$ cat config.mk
export PLATFORM = sky130hd
export DESIGN_NAME = emp_mapper
export DESIGN_NICKNAME = d
export VERILOG_FILES = /design/src/emp_pkg.sv /design/src/emp_entry_ram.sv /design/src/emp_mapper.sv
export SDC_FILE = /design/constraint.sdc
export NUM_CORES = 1
export LEC_CHECK = 0
export BUFFER_PORTS_ARGS = -buffer_cell sky130_fd_sc_hd__buf_2
export CAP_MARGIN = 40
export CORE_UTILIZATION = 30
export CTS_CLUSTER_SIZE = 28
export DETAILED_ROUTE_END_ITERATION = 10
export SLEW_MARGIN = 25
export SYNTH_ARGS = -nofsm -noshare
export SYNTH_HDL_FRONTEND = slang
export SYNTH_SLANG_ARGS = --single-unit
$ cat constraint.sdc
create_clock -name clk_sys -period 4.2 [get_ports clk_sys]
set_input_delay 1.05 -clock clk_sys [delete_from_list [all_inputs] [get_ports clk_sys]]
set_output_delay 1.05 -clock clk_sys [all_outputs]
set_load 0.01 [all_outputs]
$ cat src/emp_pkg.sv
// Package for the expanded-memory page mapper: register map, field layout,
// target device codes and the processor-side carrier structs.
// Assumes a 20 MHz system clock and a 32-bit Avalon-MM register bus.
package emp_pkg;

    // Printed offsets are not all multiples of four: they are indices,
    // and the byte address on the bus is four times the index.
    localparam logic [7:0] IDX_ENTRY_SELECT = 8'h6c;
    localparam logic [7:0] IDX_FRAME_LOW = 8'h6e;
    localparam logic [7:0] IDX_FRAME_HIGH_CTRL = 8'h6f;
    localparam logic [7:0] IDX_RAM_KIND = 8'h70;
    localparam logic [9:0] ADDR_ENTRY_SELECT = {IDX_ENTRY_SELECT, 2'b00};
    localparam logic [9:0] ADDR_FRAME_LOW = {IDX_FRAME_LOW, 2'b00};
    localparam logic [9:0] ADDR_FRAME_HIGH_CTRL = {IDX_FRAME_HIGH_CTRL, 2'b00};
    localparam logic [9:0] ADDR_RAM_KIND = {IDX_RAM_KIND, 2'b00};

    localparam logic [7:0] RST_ENTRY_SELECT = 8'h00;
    localparam logic [7:0] RST_FRAME_LOW = 8'h00;
    localparam logic [7:0] RST_FRAME_HIGH_CTRL = 8'h00;
    localparam logic [3:0] RST_RAM_KIND = 4'h0;
    localparam logic [31:0] UNMAPPED_READ = 32'h0000_0000;

    // Entry table layout
    localparam int NUM_ENTRIES = 26;
    localparam int ENTRY_W = 16;
    localparam int SEL_LSB = 2;
    localparam int SEL_W = 6;
    localparam int HIGH_EN_BIT = 7;
    localparam int HIGH_TYPE_LSB = 4;
    localparam int FRAME_W = 12;
    localparam int PAGE_OFS_W = 14;

    // Legal entry windows, in units of entry_select values
    localparam logic [7:0] ENTRY_FIRST_LO = 8'h80;
    localparam logic [7:0] ENTRY_LAST_LO = 8'hb4;
    localparam logic [7:0] ENTRY_FIRST_HI = 8'hc0;
    localparam logic [7:0] ENTRY_LAST_HI = 8'hec;
    localparam logic [4:0] ENTRY_GAP = 5'd2;

    typedef enum logic [2:0] {
        EMP_TGT_EXT_BUS = 3'b000,
        EMP_TGT_RAM = 3'b001,
        EMP_TGT_ROM0 = 3'b010,
        EMP_TGT_ROM1 = 3'b011,
        EMP_TGT_CARD_A = 3'b100,
        EMP_TGT_CARD_B = 3'b101,
        EMP_TGT_RSVD6 = 3'b110,
        EMP_TGT_RSVD7 = 3'b111
    } emp_target_t;

    typedef struct packed {
        logic valid;
        logic write;
        logic [19:0] addr;
    } emp_cpu_req_t;

    typedef struct packed {
        logic valid;
        logic write;
        logic [25:0] addr;
        logic mapped;
        emp_target_t target;
        logic [3:0] ram_kind;
    } emp_mem_req_t;

endpackage

$ cat src/emp_entry_ram.sv
// Translation entry store: one 16-bit word per mapped 16 KB window.
// Assumes a single clock; one write port, two registered read ports.
`timescale 1ns/1ns
`default_nettype none
module emp_entry_ram #(
    parameter int DEPTH = 26,
    parameter int WIDTH = 16,
    parameter int AW = 5
) (
    input wire logic clk_sys,
    input wire logic srst,
    input wire logic wr_en,
    input wire logic [AW-1:0] wr_addr,
    input wire logic [WIDTH-1:0] wr_data,
    input wire logic [AW-1:0] rd_addr_a,
    output logic [WIDTH-1:0] rd_data_a,
    input wire logic [AW-1:0] rd_addr_b,
    output logic [WIDTH-1:0] rd_data_b
);
    logic [WIDTH-1:0] mem_reg [DEPTH];

    // Reset clears every entry so all pages start disabled
    always_ff @(posedge clk_sys) begin
        for (int i = 0; i < DEPTH; i++) begin
            if (srst) begin
                mem_reg[i] <= '0;
            end else if (wr_en && wr_addr == AW'(i)) begin
                mem_reg[i] <= wr_data;
            end
        end
    end

    always_ff @(posedge clk_sys) begin
        if (srst) begin
            rd_data_a <= '0;
            rd_data_b <= '0;
        end else begin
            rd_data_a <= (int'(rd_addr_a) < DEPTH) ? mem_reg[rd_addr_a] : '0;
            rd_data_b <= (int'(rd_addr_b) < DEPTH) ? mem_reg[rd_addr_b] : '0;
        end
    end
endmodule
`default_nettype wire

$ cat src/emp_mapper.sv
// Expanded-memory page mapper: indexed entry table behind Avalon-MM,
// and the translation of processor memory cycles in 8000:0 - B7FF:F and C000:0 - EFFF:F.
// Assumes synchronous inputs on clk_sys and a master that holds requests.
//
// Our own choice: the Avalon-MM register port.
`timescale 1ns/1ns
`default_nettype none
// How it works
// Bits 7:2 of the entry-select register pick the entry the two data registers reach.
// Software only loads legal entry values 80-B4 and C0-EC in steps of four.
// Bits 1:0 of entry-select drop writes and read back zero.
// The low data register carries frame bits 21:14 of the selected entry.
// High data bits 3:0 carry frame bits 25:22, making a twelve-bit frame.
// High data bit 7 enables remapping of the page and resets to zero.
// High data bits 6:4 pick external bus, RAM, ROM0, ROM1, card A or card B.
// A RAM page takes its RAM kind from the separate four-bit setting.
// Entry value V covers the 16 KB window whose segment base is V followed by 00.
// An enabled page keeps address bits 13:0 and takes its frame above them.
// A disabled or unmapped cycle passes untranslated to default decode.
module emp_mapper
    import emp_pkg::*;
#(
    parameter int ENTRIES = 26
) (
    input wire logic clk_sys,
    input wire logic srst,
    input wire logic [9:0] avs_address,
    input wire logic avs_read,
    input wire logic avs_write,
    input wire logic [31:0] avs_writedata,
    input wire logic [3:0] avs_byteenable,
    output logic [31:0] avs_readdata,
    output logic avs_waitrequest,
    input wire emp_pkg::emp_cpu_req_t cpu_req,
    output emp_pkg::emp_mem_req_t mem_req
);
    import emp_pkg::*;

    // Window segment base bits 19:14 to table index, or all ones if unmapped
    function automatic logic [4:0] window_index(input logic [5:0] page);
        logic [7:0] v;
        v = {page, 2'b00};
        if (v >= ENTRY_FIRST_LO && v <= ENTRY_LAST_LO) begin
            window_index = 5'(page - 6'h20);
        end else if (v >= ENTRY_FIRST_HI && v <= ENTRY_LAST_HI) begin
            window_index = 5'(page - 6'h20) - ENTRY_GAP;
        end else begin
            window_index = 5'h1f;
        end
    endfunction

    typedef enum logic [2:0] {
        ST_IDLE = 3'b001,
        ST_FETCH = 3'b010,
        ST_DONE = 3'b100
    } emp_bus_st_t;

    emp_bus_st_t st_reg;
    emp_bus_st_t st_next;
    logic [SEL_W-1:0] entry_sel_reg;
    logic [3:0] ram_kind_setting_reg;
    logic [31:0] rdata_next;
    logic wr_en;
    logic [ENTRY_W-1:0] wr_data;
    logic [ENTRY_W-1:0] sel_entry;
    logic [ENTRY_W-1:0] cpu_entry;
    logic [4:0] sel_idx;
    logic [4:0] cpu_idx;
    emp_cpu_req_t cpu_req_reg;
    logic [4:0] cpu_idx_reg;
    logic bus_req;
    logic bus_wr;

    assign bus_req = avs_read | avs_write;
    assign bus_wr = avs_write & avs_byteenable[0];
    assign sel_idx = window_index(entry_sel_reg);
    assign cpu_idx = window_index(cpu_req.addr[19:14]);

    // Bus: IDLE -> FETCH (entry read out of memory) -> DONE (answer)
    always_comb begin
        st_next = st_reg;
        unique case (st_reg)
            ST_IDLE: begin
                if (bus_req) begin
                    st_next = ST_FETCH;
                end
            end
            ST_FETCH: begin
                st_next = ST_DONE;
            end
            ST_DONE: begin
                st_next = ST_IDLE;
            end
        endcase
    end

    always_ff @(posedge clk_sys) begin
        if (srst) begin
            st_reg <= ST_IDLE;
        end else begin
            st_reg <= st_next;
        end
    end

    assign avs_waitrequest = bus_req & (st_reg != ST_DONE);

    // Entry-select and RAM-kind registers update at the answering edge
    always_ff @(posedge clk_sys) begin
        if (srst) begin
            entry_sel_reg <= RST_ENTRY_SELECT[7:2];
            ram_kind_setting_reg <= RST_RAM_KIND;
        end else if (st_reg == ST_DONE && bus_wr) begin
            if (avs_address == ADDR_ENTRY_SELECT) begin
                entry_sel_reg <= avs_writedata[7:SEL_LSB];
            end
            if (avs_address == ADDR_RAM_KIND) begin
                ram_kind_setting_reg <= avs_writedata[3:0];
            end
        end
    end

    // Read-modify-write of the selected entry, merging one byte
    always_comb begin
        wr_data = sel_entry;
        wr_en = 1'b0;
        if (st_reg == ST_DONE && bus_wr && sel_idx != 5'h1f) begin
            if (avs_address == ADDR_FRAME_LOW) begin
                wr_en = 1'b1;
                wr_data[7:0] = avs_writedata[7:0];
            end else if (avs_address == ADDR_FRAME_HIGH_CTRL) begin
                wr_en = 1'b1;
                wr_data[15:8] = avs_writedata[7:0];
            end
        end
    end

    always_comb begin
        rdata_next = UNMAPPED_READ;
        if (avs_address == ADDR_ENTRY_SELECT) begin
            rdata_next[7:0] = {entry_sel_reg, 2'b00};
        end else if (avs_address == ADDR_FRAME_LOW) begin
            rdata_next[7:0] = sel_entry[7:0];
        end else if (avs_address == ADDR_FRAME_HIGH_CTRL) begin
            rdata_next[7:0] = sel_entry[15:8];
        end else if (avs_address == ADDR_RAM_KIND) begin
            rdata_next[3:0] = ram_kind_setting_reg;
        end
    end

    // Read data registered in FETCH so it stands at the answering edge
    always_ff @(posedge clk_sys) begin
        if (srst) begin
            avs_readdata <= UNMAPPED_READ;
        end else if (st_reg == ST_FETCH) begin
            avs_readdata <= rdata_next;
        end
    end

    emp_entry_ram #(
        .DEPTH(ENTRIES),
        .WIDTH(ENTRY_W),
        .AW(5)
    ) u_entries (
        .clk_sys(clk_sys),
        .srst(srst),
        .wr_en(wr_en),
        .wr_addr(sel_idx),
        .wr_data(wr_data),
        .rd_addr_a(sel_idx),
        .rd_data_a(sel_entry),
        .rd_addr_b(cpu_idx),
        .rd_data_b(cpu_entry)
    );

    // Processor cycle stage aligned with the registered entry read
    always_ff @(posedge clk_sys) begin
        if (srst) begin
            cpu_req_reg <= '0;
            cpu_idx_reg <= 5'h1f;
        end else begin
            cpu_req_reg <= cpu_req;
            cpu_idx_reg <= cpu_idx;
        end
    end

    always_ff @(posedge clk_sys) begin
        if (srst) begin
            mem_req <= '0;
        end else begin
            mem_req.valid <= cpu_req_reg.valid;
            mem_req.write <= cpu_req_reg.write;
            mem_req.ram_kind <= ram_kind_setting_reg;
            if (cpu_idx_reg != 5'h1f && cpu_entry[HIGH_EN_BIT + 8]) begin
                mem_req.mapped <= 1'b1;
                mem_req.addr <= {cpu_entry[11:0], cpu_req_reg.addr[PAGE_OFS_W-1:0]};
                mem_req.target <= emp_target_t'(cpu_entry[14:12]);
            end else begin
                mem_req.mapped <= 1'b0;
                mem_req.addr <= {6'h00, cpu_req_reg.addr};
                mem_req.target <= EMP_TGT_EXT_BUS;
            end
        end
    end
endmodule
`default_nettype wire

==> impl_metrics.ini <==
[status]
outcome = finished clean

[global_route]
antenna_found_initial = 3
grt_pass1_vias = 20600
overflow = 0
grt_max_degree = 82
grt_pass1_wl_microns = 144000
grt_usage_pct = 21.6

[clock_tree]
cts_tree = built
post_cts_buffers = 0
cts_repair_resize_count = 0
cts_root_buf = clkbuf_16
clkSinkCount = 532
clockBufferDepth = 3
numCtsBuffers = 54
clock_latency_ps = 640
h-tree-depth = 2
ctsHoldBuffers = 0
clk_pin_slew_ps = 60

[floorplan]
fp.coreArea_sq_mm = 0.0900
initial_core_util_pct = 30.3
die_area_sq_mm = 0.0920
die_w_microns = 303
row_count = 110
chipHeight_microns = 303
io_pins = 141

[pwr]
leakage_uw = 0.0105
p_per_area_mw_per_mm2 = 376
ir_drop_mv = 0.328

[synthesis]
yosys_warnings = 0
async_reset_ff_share_pct = 0
yosysSeqAreaShare_pct = 54.4
yosysMostFrequentCell = nor2_1
synth.distinct_cells = 80
yosysTopAreaCell = edfxtp_1
syn_inst = 2534
synth_edf_count = 416
yosys-top-cells-area = edfxtp_1 (46%), dfxtp_1 (8.5%), nor2_1 (6.2%)
synth_top_area_share_pct = 45.8
synth-seq-cells = 532
syn_area_per_cell_sq_um = 10.8
syn_area_sq_mm = 0.0272
synth_ff_type = edfxtp_1
synthTopCellsByCount = nor2_1 (451), edfxtp_1 (416), nand2_1 (213)

[timing]
finalCritPeriodShare_pct = 89.0
final-hold-violation-count = 0
setup-violations-final = 0
fmax_mhz = 268
setup_tns_ps = 0
rsz0062_at_grt = no
drv_slew = 0
fin_skew_ps = 41.0
max-slew-margin-rel_pct = 40.4
hold_slack_ps = 425
worst_slew_pin_slew_ps = 883
min_period_ps = 3740

[drt]
vias = 22300
drtAntennaViolNets = 0
viasPerCell = 5.81
wl_per_cell_microns = 26.3
dr.pass1.iters = 7
drcViolationCount = 0
drt_wl_total_microns = 101000
drt_iter0_drc = 3454

[cells_and_area]
fillers = 8910
fin_util_pct = 35.3
nets = 2688
stdcell_count = 3834
n_antenna_cell = 0
drive_gt1_share_pct = 20.0
largest_register_ffs = 416
syn_to_final_growth_pct = 16.7

[place]
io_buffers = 89
placedCellCount = 3731
dpl.hpwl_microns = 68000
place_congestion = 0.990

[worst_setup_path]
worstPathArrival_ps = 4180
required_ps = 4640
cp_num_buf_inv = 1
critPathLaunchType = flop
cpPeakStageDelay_ps = 850
cp_max_fo = 13
worst_setup_path_end_kind = flop
cpMaxStageDelayCell = o41ai_1
criticalPathCategory = reg2reg
critical-path-top-delay-family = compound AO/OA/AOI/OAI gates
crit_chain = and2b_1 > nand2_1 > buf_4 > a2111oi_0 > a211oi_1 > o41ai_1 > a41oi_1
ff2ff_setup_slack_ps = 460

[hold_path]
hold_class = reg2reg

[job]
drv_cap = 0
-- per-stage QoR --
stage,worst slack [ps],cell area (sq um),total power [uW]
2_1_floorplan,20.6,27300,6730
6_report,464,31800,11900
3_5_place_dp,398,30000,7220
5_1_grt,465,31800,12300
3_3_place_gp,395,30000,7200
4_1_cts,538,31800,12000
-- routing by layer --
layer | up-vias | wire length [microns] | GRT usage (%)
met5 | - | 25 | 0
met4 | 4 | 6270 | 11.7
met3 | 275 | 11300 | 4.14
met2 | 1531 | 45100 | 33.5
met1 | 10900 | 38300 | 28.5
li1 | 9548 | - | -
-- report_power, final --
part           switching (uW)  total (uW)  internal (uW)
registers                 133        6050           5920
clock network            2110        4810           2700
logic                     705        1090            388
total                    2940       11900           9010
-- kinds of logic after synthesis --
| logic type | Yosys count | share of synthesized area (%) |
|---|---|---|
| AND/OR/NAND/NOR | 991 | 16.4 |
| flip-flops | 532 | 54.4 |
| AO/OA/AOI/OAI | 513 | 13.2 |
| buffers and inverters | 292 | 4.97 |
| multiplexers | 200 | 10.8 |
| adder cells (fa/ha/maj) | 3 | 0.129 |
| XOR/XNOR | 2 | 0.0643 |
| other | 1 | 0.0138 |
-- layout by cell type (no fill, tap or decap), drive strengths merged, types with 20 or more instances in the layout --
cell and instances:
a2111oi 25, a211oi 29, a21oi 49, a2bb2oi 32
a31oi 52, and3 31, buf 278, clkbuf 70
clkinv 24, conb 24, dfxtp 116, edfxtp 416
mux2 20, mux2i 106, mux4 74, nand2 213
nand3 142, nor2 460, nor2b 40, o211ai 50
o21ai 130, or3 32
-- final timing paths --
path                                      from                           endpoint  depth (start not counted)
max reg2reg      entry_sel_reg[5]$_SDFFE_PP0P_  u_entries.rd_data_a[4]$_SDFF_PP0_                          7
max              entry_sel_reg[5]$_SDFFE_PP0P_  u_entries.rd_data_a[4]$_SDFF_PP0_                          7
min reg2reg  u_entries.rd_data_b[9]$_SDFF_PP0_             mem_req[31]$_SDFF_PP0_                          1
min          u_entries.rd_data_b[9]$_SDFF_PP0_             mem_req[31]$_SDFF_PP0_                          1
-- cell type report --
class | instances | area [sq um] | share of cell area (%)
multi-input combinational | 1733 | 11500 | 36.2
clock buffer | 68 | 1460 | 4.58
clock inverter | 32 | 279 | 0.878
timing repair buffer | 283 | 2210 | 6.97
inverter | 10 | 37.5 | 0.118
sequential | 532 | 14800 | 46.6
tap | 1176 | 1470 | 4.63
No activity file was read; power rests on OpenSTA's default activity.
